**src/inc/cpb_regs.svh**
```systemverilog
// Purpose: Constants for the complementary PWM buffer and output level block
// Assumes: Included by bare name from the package and design files
// Notes: Timer registers are 16 bits wide
`ifndef CPB_REGS_SVH
`define CPB_REGS_SVH
`define CPB_DATA_W 16
`define CPB_NUM_BUF 5
`define CPB_NUM_PHASE 4
`define CPB_IO_CTRL_CMPL 8'h00
`define CPB_DATA_RST 16'h0000
`define CPB_IDX_PERIOD 3'h0
`define CPB_IDX_CYCLE_A 3'h1
`define CPB_IDX_CYCLE_B 3'h2
`define CPB_IDX_DUTY_A 3'h3
`define CPB_IDX_DUTY_D 3'h4
`endif

```
**src/inc/cpb_pkg.sv**
```systemverilog
// Purpose: Shared types for the complementary PWM buffer block
// Assumes: cpb_regs.svh supplies widths
// Notes: Buffer index selects one of five buffered registers
package cpb_pkg;
`include "cpb_regs.svh"
  typedef logic [`CPB_DATA_W-1:0] cpb_data_t;
  typedef logic [2:0] cpb_idx_t;
  typedef enum logic [0:0] {
    CPB_IDLE = 1'b0,
    CPB_XFER = 1'b1
  } cpb_state_t;
endpackage

```
**src/hw/cpb_level.sv**
```systemverilog
// Purpose: Output level mapping of one complementary phase pair
// Assumes: Raw positive and negative waveforms come from the counter logic
// Notes: Purely combinational
`timescale 1ns/1ps
module cpb_level (
  input wire logic raw_pos,
  input wire logic raw_neg,
  input wire logic pos_level,
  input wire logic neg_level,
  input wire logic deadtime_enable,
  output logic out_pos,
  output logic out_neg
);
  // Negative level follows inverted positive level without dead time
  always_comb begin
    out_pos = raw_pos ^ ~pos_level;
    if (deadtime_enable) begin
      out_neg = raw_neg ^ ~neg_level;
    end else begin
      out_neg = ~(raw_pos ^ ~pos_level);
    end
  end
endmodule

```
**src/hw/cpb_top.sv**
```systemverilog
// Purpose: Buffered register update and output levels of one timer pair
// Assumes: Software writes buffers over plain ports; same clock domain
// Notes: Two identical pairs are two instances of this module
`timescale 1ns/1ps
`include "cpb_regs.svh"
module cpb_top #(
  parameter int DATA_W = `CPB_DATA_W
) (
  input wire logic clk,
  input wire logic rst_b,
  input wire logic buf_wr,
  input wire cpb_pkg::cpb_idx_t buf_idx,
  input wire cpb_pkg::cpb_data_t buf_wdata,
  input wire logic buffer_mode_a,
  input wire logic buffer_mode_b,
  input wire logic deadtime_enable,
  input wire logic pos_level_sel,
  input wire logic neg_level_sel,
  input wire logic [`CPB_NUM_PHASE-1:0] phase_pos_level_sel,
  input wire logic [`CPB_NUM_PHASE-1:0] phase_neg_level_sel,
  input wire logic [7:0] io_control_reg,
  input wire logic [`CPB_NUM_PHASE:0] raw_pos,
  input wire logic [`CPB_NUM_PHASE:0] raw_neg,
  output cpb_pkg::cpb_data_t tmp_period,
  output cpb_pkg::cpb_data_t tmp_cycle_a,
  output cpb_pkg::cpb_data_t tmp_cycle_b,
  output cpb_pkg::cpb_data_t tmp_duty_a,
  output cpb_pkg::cpb_data_t tmp_duty_d,
  output logic xfer_pulse,
  output logic io_ctrl_bad,
  output logic [`CPB_NUM_PHASE:0] out_pos,
  output logic [`CPB_NUM_PHASE:0] out_neg,
  output logic ch3_c_pin_oe_b,
  output logic ch4_c_pin,
  output logic ch4_d_pin,
  output logic ch4_oe_b
);
  import cpb_pkg::*;

  typedef struct packed {
    cpb_data_t [`CPB_NUM_BUF-1:0] bufr;
    cpb_data_t [`CPB_NUM_BUF-1:0] tmp;
    logic xfer;
    logic [`CPB_NUM_PHASE:0] pos;
    logic [`CPB_NUM_PHASE:0] neg;
  } cpb_state_s_t;

  cpb_state_s_t st_ff;
  cpb_state_s_t nxt_st;
  logic [`CPB_NUM_PHASE:0] lvl_pos;
  logic [`CPB_NUM_PHASE:0] lvl_neg;
  logic [`CPB_NUM_PHASE:0] map_pos;
  logic [`CPB_NUM_PHASE:0] map_neg;

  initial begin
    if (DATA_W != `CPB_DATA_W) begin
      $error("DATA_W must match package data width");
    end
  end

  // Level select: index 0 is the common pair, 1..4 the phases 0..3
  assign lvl_pos = {phase_pos_level_sel, pos_level_sel};
  assign lvl_neg = {phase_neg_level_sel, neg_level_sel};

  // One level mapper per output pair
  genvar g;
  generate
    for (g = 0; g <= `CPB_NUM_PHASE; g++) begin : g_lvl
      cpb_level u_lvl (
        .raw_pos(raw_pos[g]),
        .raw_neg(raw_neg[g]),
        .pos_level(lvl_pos[g]),
        .neg_level(lvl_neg[g]),
        .deadtime_enable(deadtime_enable),
        .out_pos(map_pos[g]),
        .out_neg(map_neg[g])
      );
    end
  endgenerate

  // Buffer writes and the simultaneous transfer into temporaries
  always_comb begin
    nxt_st = st_ff;
    nxt_st.xfer = 1'b0;
    nxt_st.pos = map_pos;
    nxt_st.neg = map_neg;
    if (buf_wr && (buf_idx < 3'(`CPB_NUM_BUF))) begin
      nxt_st.bufr[buf_idx] = buf_wdata;
      if (buf_idx == `CPB_IDX_DUTY_D) begin
        nxt_st.tmp = nxt_st.bufr;
        nxt_st.xfer = 1'b1;
      end
    end
  end

  // State register
  always_ff @(posedge clk or negedge rst_b) begin
    if (!rst_b) begin
      st_ff <= '0;
    end else begin
      st_ff <= nxt_st;
    end
  end

  assign tmp_period = st_ff.tmp[`CPB_IDX_PERIOD];
  assign tmp_cycle_a = st_ff.tmp[`CPB_IDX_CYCLE_A];
  assign tmp_cycle_b = st_ff.tmp[`CPB_IDX_CYCLE_B];
  assign tmp_duty_a = st_ff.tmp[`CPB_IDX_DUTY_A];
  assign tmp_duty_d = st_ff.tmp[`CPB_IDX_DUTY_D];
  assign xfer_pulse = st_ff.xfer;
  assign out_pos = st_ff.pos;
  assign out_neg = st_ff.neg;

  // Flag a non-zero I/O control setting while in complementary mode
  assign io_ctrl_bad = (io_control_reg != `CPB_IO_CTRL_CMPL);

  // Third channel C pin is never driven by the timer
  assign ch3_c_pin_oe_b = 1'b1;

  // Channel four auxiliary outputs silenced when buffer mode is set
  assign ch4_oe_b = buffer_mode_a | buffer_mode_b;
  assign ch4_c_pin = ch4_oe_b ? 1'b0 : st_ff.pos[`CPB_NUM_PHASE];
  assign ch4_d_pin = ch4_oe_b ? 1'b0 : st_ff.neg[`CPB_NUM_PHASE];
endmodule

```
**config.mk**
```make
export PLATFORM = sky130hd
export DESIGN_NAME = cpb_top
export DESIGN_NICKNAME = d
export VERILOG_FILES = /design/src/inc/cpb_pkg.sv /design/src/hw/cpb_level.sv /design/src/hw/cpb_top.sv
export VERILOG_INCLUDE_DIRS = /design/src /design/src/inc
export SDC_FILE = /design/constraint.sdc
export NUM_CORES = 1
export LEC_CHECK = 0
export BUFFER_PORTS_ARGS = -buffer_cell sky130_fd_sc_hd__buf_2
export CAP_MARGIN = 20
export CORE_ASPECT_RATIO = 1.25
export CORE_MARGIN = 5
export CORE_UTILIZATION = 46
export DETAILED_ROUTE_END_ITERATION = 10
export PLACE_DENSITY = 0.74
export SYNTH_ARGS = -nofsm -noshare
export SYNTH_HDL_FRONTEND = slang
export SYNTH_SLANG_ARGS = --single-unit
```
**constraint.sdc**
```tcl
create_clock -name clk -period 0.95 [get_ports clk]
set_input_delay 0.0475 -clock clk [delete_from_list [all_inputs] [get_ports clk]]
set_output_delay 0.0475 -clock clk [all_outputs]
set_load 0.01 [all_outputs]
```
* Word level (Yosys, flattened, before mapping)
Index checks and enable logic that the tools add are counted.
** Word-level totals
- Register bits :: 171
- Word-level logic and storage cells :: 59
** Cells by class
- Reduce and logical (&&, ||, !) cells :: 4
- Equal/unequal tests :: 1
- Bitwise gates (word level) :: 26
- $lt $le $gt $ge :: 3
- Muxes and demuxes :: 12
** Operator list (count)
- $bwmux 80 :: 1
- $demux 16 s3 :: 1
- $mux 16 :: 1
- $not 1->1 :: 15
- $xor 1x1->1 :: 10
- $mux 1 :: 9
- $reduce_bool 8->1 :: 1
- $lt 3x4->1 const B :: 1
- $eq 3x3->1 const B :: 1
- $ge 3x1->1 const B :: 1
- $lt 3x3->1 const B :: 1
- $logic_and 1x1->1 :: 2
- $reduce_and 2->1 :: 1
- $or 1x1->1 :: 1

* Logic depth before layout (Yosys ltp)
Gate-level depths: netlist (run 1).
- Depth in word-level cells :: 5
- Depth in mapped cells :: 5
- Mapped depth without buffers :: 2

* Hierarchy
Synthesis (run 1) repeated with hierarchy kept, for this count alone.
** Second synthesis, totals
- Cells, all modules :: 436
- Area, all modules :: 6655.1 um^2
** Modules (own cells, without submodules)
- cpb_top :: area each 6517.5 um^2, instances 1, cells an instance 421
- cpb_level :: area each 27.5 um^2, instances 5, cells an instance 3

* Worst setup path before layout (run 1)
No wires, ideal clock.
- Kind :: input port to flip-flop
- Start point :: input port buf_idx[0]
- End point :: register st_ff, in the netlist tmp_period[10]
- Arrival :: 1047 ps
- Required time :: 825 ps
- Cell stages on the path :: 5
- Slack :: -222 ps
- Setup time :: 125 ps
- Buffers on the path :: 3
- Cell sequence :: nor4bb_1 buf_4 buf_8 buf_12 mux2_4
** On the way
- Longest elaborated chain between the ends :: 5
- Elaborated cells on any way between the ends :: 10
- Classes of those cells :: 3 x order compare; 1 x eq/ne; 3 x mux; 3 x reduce/logical
** RTL lines
- start, declared :: RTL line cpb_top.sv:12 : input wire cpb_pkg::cpb_idx_t buf_idx,
- $lt 3x4->1 (not written as such) / $ge 3x1->1 (equally long branches) :: RTL line cpb_top.sv:88 : nxt_st.bufr[buf_idx] = buf_wdata;
- $logic_and 1x1->1 (not written as such) :: RTL line cpb_top.sv:88
- $mux 16 (not written as such) :: RTL line cpb_top.sv:88
- $demux 16 s3 :: RTL line cpb_top.sv:88
- $bwmux 80 :: RTL line cpb_top.sv:88
- end signal, assigned :: RTL line cpb_top.sv:101 : st_ff <= nxt_st;
- end, declared :: RTL line cpb_top.sv:48 : cpb_state_s_t st_ff;
Several ways; a longest one is shown, not always the timed one.
A chain may end at the register's enable or synchronous reset.

* Worst setup path after layout (run 1)
- Start point :: register st_ff, in the netlist out_neg[4]
- End point :: output port ch4_d_pin
** On the way
- Longest elaborated chain between the ends :: 1
** RTL lines
- $mux 1 :: RTL line cpb_top.sv:123 : assign ch4_d_pin = ch4_oe_b ? 1'b0 : st_ff.neg[`CPB_NUM_PHASE];
- end, declared :: RTL line cpb_top.sv:35 : output logic ch4_d_pin,
No other way between the ends.

==> results of run 1 <==
## final timing paths
check | startpoint | to | cells past startpoint
worst max-delay path | out_neg[4]$_DFF_PN0_ | ch4_d_pin | 3
worst min-delay path | rst_b | tmp_period[9]$_DFFE_PN0P_ | 2
worst max register to register | tmp_period[1]$_DFFE_PN0P_ | tmp_period[1]$_DFFE_PN0P_ | 2
worst min register to register | st_ff[147]$_DFFE_PN0P_ | st_ff[147]$_DFFE_PN0P_ | 1
max in group asynchronous | rst_b | st_ff[132]$_DFFE_PN0P_ | 3
min in group clk | buf_idx[0] | xfer_pulse$_DFF_PN0_ | 4
## critical path, delay by kind of cell (launching register included)
kind / cells / cell delay [ns]
buf+inv: 2 / 0.20
flops: 1 / 0.38
simple gates: 1 / 0.03
## metal layers
metal / vias to the layer above / share of wire [%] / wire, um
li1: 1709 / - / -
met1: 1914 / 43 / 6010
met2: 97 / 52 / 7280
met3: 16 / 4.2 / 600
met4: 0 / 1.7 / 234
met5: - / 0 / 0
## final cells by class
cell class | instances | area [um2] | area share, %
Sequential cell | 155 | 3880 | 43.9
Multi-Input combinational cell | 171 | 2220 | 25.1
Timing Repair Buffer | 244 | 1950 | 22.1
Clock buffer | 21 | 470 | 5.32
Tap cell | 178 | 223 | 2.52
Clock inverter | 11 | 95.1 | 1.08
Inverter | 2 | 7.51 | 0.0849
## cells by family (layout without fill, tap and decap cells)
logic type | Yosys count | after routing | share of synthesized area, %
buffers and inverters | 111 | 278 | 13.0
flip-flops | 155 | 155 | 58.2
AND/OR/NAND/NOR | 11 | 11 | 1.52
XOR/XNOR | 10 | 10 | 1.32
multiplexers | 149 | 149 | 25.9
other | 1 | 1 | 0.0563
## cell usage after synthesis (all sizes together)
library cell	n	area [um2]
nand4b	1	15.0
conb	1	3.75
or2	1	6.26
mux2	144	1670
clkbuf	1	3.75
buf	108	852
xnor2	5	43.8
dfrtp	155	3880
nor2	2	7.51
nor4	2	12.5
nand2	1	3.75
and4bb	1	12.5
nor4b	1	23.8
nor4bb	2	20.0
xor2	5	43.8
mux2i	5	50.1
inv	2	7.51
## power groups by stage
stage | clock network (mW) | logic [mW] | registers [mW]
floorplan | 0 | 4.35 | 9.12
global placement | 0 | 4.40 | 9.41
detailed placement | 0 | 4.56 | 9.49
CTS | 6.53 | 5.40 | 9.37
global route | 6.84 | 6.29 | 9.66
finish | 6.36 | 5.86 | 9.44
## sequential cells by signal (all words and copies together) (netlist names)
name         cells
st_ff           64
tmp_cycle_a     16
tmp_cycle_b     16
tmp_duty_a      16
tmp_duty_d      16
tmp_period      16
out_neg          5
out_pos          5
xfer_pulse       1
## per-stage QoR
| stage | std cells | power (mW) | utilization, % | cell area (um2) | setup TNS [ns] |
|---|---|---|---|---|---|
| 2_1_floorplan | 437 | 13.5 | - | 6800 | -16.26 |
| 3_3_place_gp | 676 | 13.8 | 50.4 | 7200 | -49.78 |
| 3_5_place_dp | 676 | 14.0 | 50.4 | 7200 | -52.92 |
| 4_1_cts | 775 | 21.3 | 59.0 | 8430 | -5.18 |
| 5_1_grt | 782 | 22.8 | 61.9 | 8840 | -6.89 |
| 6_report | 782 | 21.7 | 61.9 | 8840 | -2.86 |
## what timing repair did
| action | in CTS | in global routing |
|---|---|---|
| hold buffers | 38 | 0 |
| gates resized for setup | 12 | 67 |
| setup endpoints to repair | 96 | 168 |
| pin swaps | 1 | 2 |
| endpoints found under the hold margin | 245 | 0 |
| gates cloned | 1 | 4 |
| buffers inserted | 28 | 3 |
==> results.md, run 1 <==
* IO buf count at 147
* Hpwl dp at 9020 um
* Most common cell after layout, fill and taps aside: dfrtp_1
* Starting Density at a little under half
* DP Worst Slack at -0.447 ns
* Per-cell routed wire length at roughly 18 um
* GRT overflow at 0
* Reg2reg setup slack at roughly 0.04 ns
* Mapped Cells at 437
* Gr usage total at approximately 16%
* Vias per cell at 4.78
* Critical-path top delay cell: dfrtp_1
* Seq/Total Area, Yosys at 58.2%
* Worst hold margin at 0.0878 ns
* CTS Root Cell: clkbuf_16
* RSZ-0062 raised after global routing: yes
* Rows at roughly 50
* Critical Path Sink Type: primary output
* Slew Viols, Final at 0
* Startpoint Class: flip-flop
* Mapped cell area at 0.00666 mm2
* DIE WIDTH at 118 um
* Switching part of the total at a little over a quarter
* Core Box Area at between 0.01 and 0.015 mm2
* Hold crit path type: in -> async
* Outcome: finished with violations
* Setup WS post-layout at -0.116 ns
* TritonCTS clock tree: yes
* Initial antenna violation count at 0
* Critical Path RT at roughly 0.90 ns
* CP arrival at a little over 1 ns
* Vias in the first global route at 4172
* Pre-antenna DRT Iters at 4
* DRT Wirelength at 14100 um
* Flops & latches, synth at 155
* GPL Wtd Cong at between 0.7 and 0.8
* DRC at 0
* Failing checks: negative setup slack
* Filler instances at 1065
* Comb power frac at a little over a quarter
* Clock Pin Slew Worst Setup and Hold Paths at 0.06 ns
* GRT met3 Usage at just under 5%
* Worst Skew at 0.00544 ns
* DRT iter0 DRCs at 106
* M2 GR Usage at 28.2%
* PD cells at 2450 mW/mm2
* Clock share of power at 29.4%
* Clk buf depth at 2
* Int Pwr at 15.9 mW
* Worst-path cell chain: inv_1 -> nor2_2 -> buf_2
* Most frequent cells in the layout: 155 x dfrtp_1, 125 x buf_2, 85 x mux2_4
* CP Max Fanout at 2
* Critical path type: reg -> out
* Period utilization at 112%
* First-pass GRT wire length at 21800 um
* Die area at between 0.015 and 0.02 mm2
* Grt met1 use at 19.7%
* Highest Clock Rate at 938 MHz
* Layout cells sized above 1 at 64.2%
* IO Pins at 149
* Distinct cells, synth at 22
* Yosys Warn Count at 0
* Syn_area_per_cell at 15.2 um2
* Busiest grt layer: met2
* Height of the chip at 145 um
* Sequential power share at a little over two fifths
* Crit-path max cell delay at 0.38 ns
* Routed Antenna Nets at 0
* Leak at 4.28 nW
* Via Count at 3736
* Nets at ~640
* Skew-Pair Late Insertion Delay at 0.42 ns
* P&R area growth vs syn at 32.8%
* CTS Sinks at 155
* Minimum clock period after layout at 1.07 ns
* Htree depth at 4
* Largest net degree at the start of global routing at 36
* Setup violations, final at 89
* Post-Syn Nets at 490
* NetSw at approximately 5.7 mW
* Ant. Diodes at 0
* Final hold violations at 0
* Max Cap Viol at 0
* CTS Buf Count at 17
* Peak supply drop at between 0.001 and 0.0015 V
Note: power is estimated with default switching activity, not from simulation.
==> inputs of run 2 (changes only) <==
- BUFFER_PORTS_ARGS: -buffer_cell sky130_fd_sc_hd__buf_2 -> -buffer_cell sky130_fd_sc_hd__clkbuf_2
==> results.md, run 2 (synthesis results as in run 1) <==
* Htree depth at 4
* DRC at 0
* Hold crit path type: in -> async
* Grt met1 use at roughly 20%
* First-pass GRT wire length at 22900 um
* Highest Clock Rate at between 900 and 1000 MHz
* Max Cap Viol at 0
* Nets at roughly 650
* Die area at 0.0170 mm2
* Via Count at about 3800
* Height of the chip at 145 um
* Ant. Diodes at 0
* Core Box Area at 0.0143 mm2
* Buffers and inverters on the worst path at 2
* DRT iter0 DRCs at 132
* Crit. Startpoint: out_pos[4]$_DFF_PN0_
* Layout cells sized above 1 at 64.6%
* CTS Sinks at 155
* CP arrival at 1.01 ns
* Crit-path max cell delay at 0.34 ns
* Vias in the first global route at 4260
* Period utilization at 111%
* Busiest grt layer: met2
* Startpoint Class: flip-flop
* TritonCTS clock tree: yes
* P&R area growth vs syn at 32.2%
* Final hold violations at 0
* Clk buf depth at 2
* DRT Wirelength at between 10000 and 15000 um
* Most common cell after layout, fill and taps aside: dfrtp_1
* Starting Density at ~47%
* Final core utilization at between 60% and 70%
* Routed Antenna Nets at 0
* RSZ-0062 raised after global routing: yes
* Most frequent cells in the layout: 155 x dfrtp_1, 126 x clkbuf_2, 75 x mux2_2
* Critical-path top delay cell: dfrtp_1
* Critical Path Sink Type: primary output
* Largest Register: st_ff
* Setup violations, final at 105
* Skew-Pair Late Insertion Delay at 0.42 ns
* Worst-path cell chain: inv_1 -> nor2_1 -> buf_2
* Pre-antenna DRT Iters at 4
* M2 GR Usage at between 30% and 40%
* Gr usage total at 17.2%
* Largest register FFs at 64
* Critical Path RT at roughly 0.9 ns
* Largest net degree at the start of global routing at 41
* PD cells at 2470 mW/mm2
* IO Pins at around 150
* Failing checks: negative setup slack
* Worst hold margin at 0.0648 ns
* CP delay by family, top: flip-flops
* IO buf count at 147
* Slew Viols, Final at 0
* Peak supply drop at approximately 0.0014 V
* CTS Root Cell: clkbuf_16
* Initial antenna violation count at 0
* GPL Wtd Cong at 0.704
* Vias per cell at 4.84
* Rows at 49
* Per-cell routed wire length at 18.0 um
* Setup WS post-layout at -0.105 ns
* FF-to-FF Start: tmp_cycle_b[6]$_DFFE_PN0P_
* Critical path type: reg -> out
* GRT met3 Usage at 5.63%
* Clock Pin Slew Worst Setup and Hold Paths at about 0.06 ns
* Minimum clock period after layout at between 1 and 1.5 ns
* CP Max Fanout at 2
* DIE WIDTH at between 100 and 150 um
* GRT overflow at 0
* Leak at 4.28 nW
* Worst Skew at ~0.0066 ns
* Outcome: finished with violations
* Hpwl dp at a little under 9000 um
* CTS Buf Count at 17
## run 2: layer usage
| metal | wire length, um | part of all wire [%] | vias to the layer above |
|---|---|---|---|
| li1 | - | - | 1725 |
| met5 | 0 | 0 | - |
| met4 | 230 | 1.6 | 0 |
| met2 | 7460 | 53 | 105 |
| met3 | 769 | 5.4 | 20 |
| met1 | 5740 | 40 | 1971 |
## run 2: power breakdown
part | leakage [nW] | switching [mW] | total (mW) | internal [mW]
clock | 0.266 | 2.54 | 6.35 | 3.80
sequential | 1.88 | 1.04 | 9.44 | 8.40
combinational | 2.14 | 2.20 | 5.95 | 3.75
total | 4.28 | 5.78 | 21.7 | 16.0
## run 2: timing repair
action,CTS,global route
gates resized for setup,35,42
pin swaps,3,2
endpoints found under the hold margin,245,0
gates cloned,3,1
hold buffers,38,0
setup endpoints to repair,115,154
buffers inserted,34,10
## run 2: layout make-up
cell class	count	area, um2
clock buffer	17	425
sequential	155	3880
timing repair buffer	254	1990
tap	178	223
multi-input combinational	171	2150
fill	1061	5480
inverter	2	7.51
clock inverter	12	129
## run 2: worst paths after layout
kind,to,slack [ns],depth (start not counted)
setup / recovery,ch4_c_pin,-0.11,3
hold / removal,tmp_period[8]$_DFFE_PN0P_,0.06,2
setup reg to reg,tmp_cycle_b[6]$_DFFE_PN0P_,0.03,2
hold reg to reg,tmp_duty_a[7]$_DFFE_PN0P_,0.50,1
max in group asynchronous,tmp_duty_a[3]$_DFFE_PN0P_,0.37,3
min in group clk,xfer_pulse$_DFF_PN0_,0.11,4
## run 2: stage by stage
| step | cells | worst slack (ns) | area (um2) | total power [mW] | setup TNS [ns] |
|---|---|---|---|---|---|
| finish | 789 | -0.105 | 8800 | 21.7 | -2.33 |
| global route | 789 | -0.184 | 8800 | 22.8 | -6.75 |
| detailed placement | 675 | -0.483 | 7200 | 14.1 | -54.63 |
| global placement | 675 | -0.422 | 7200 | 13.8 | -50.67 |
| CTS | 779 | -0.146 | 8620 | 21.5 | -5.48 |
| floorplan | 437 | -0.222 | 6800 | 13.5 | -16.26 |
## run 2: worst register-to-register path: cells and delay by family, from the launching register on
family | cells | cell delay, ns
buf+inv | 1 | 0.14
flops | 1 | 0.40
mux | 1 | 0.26
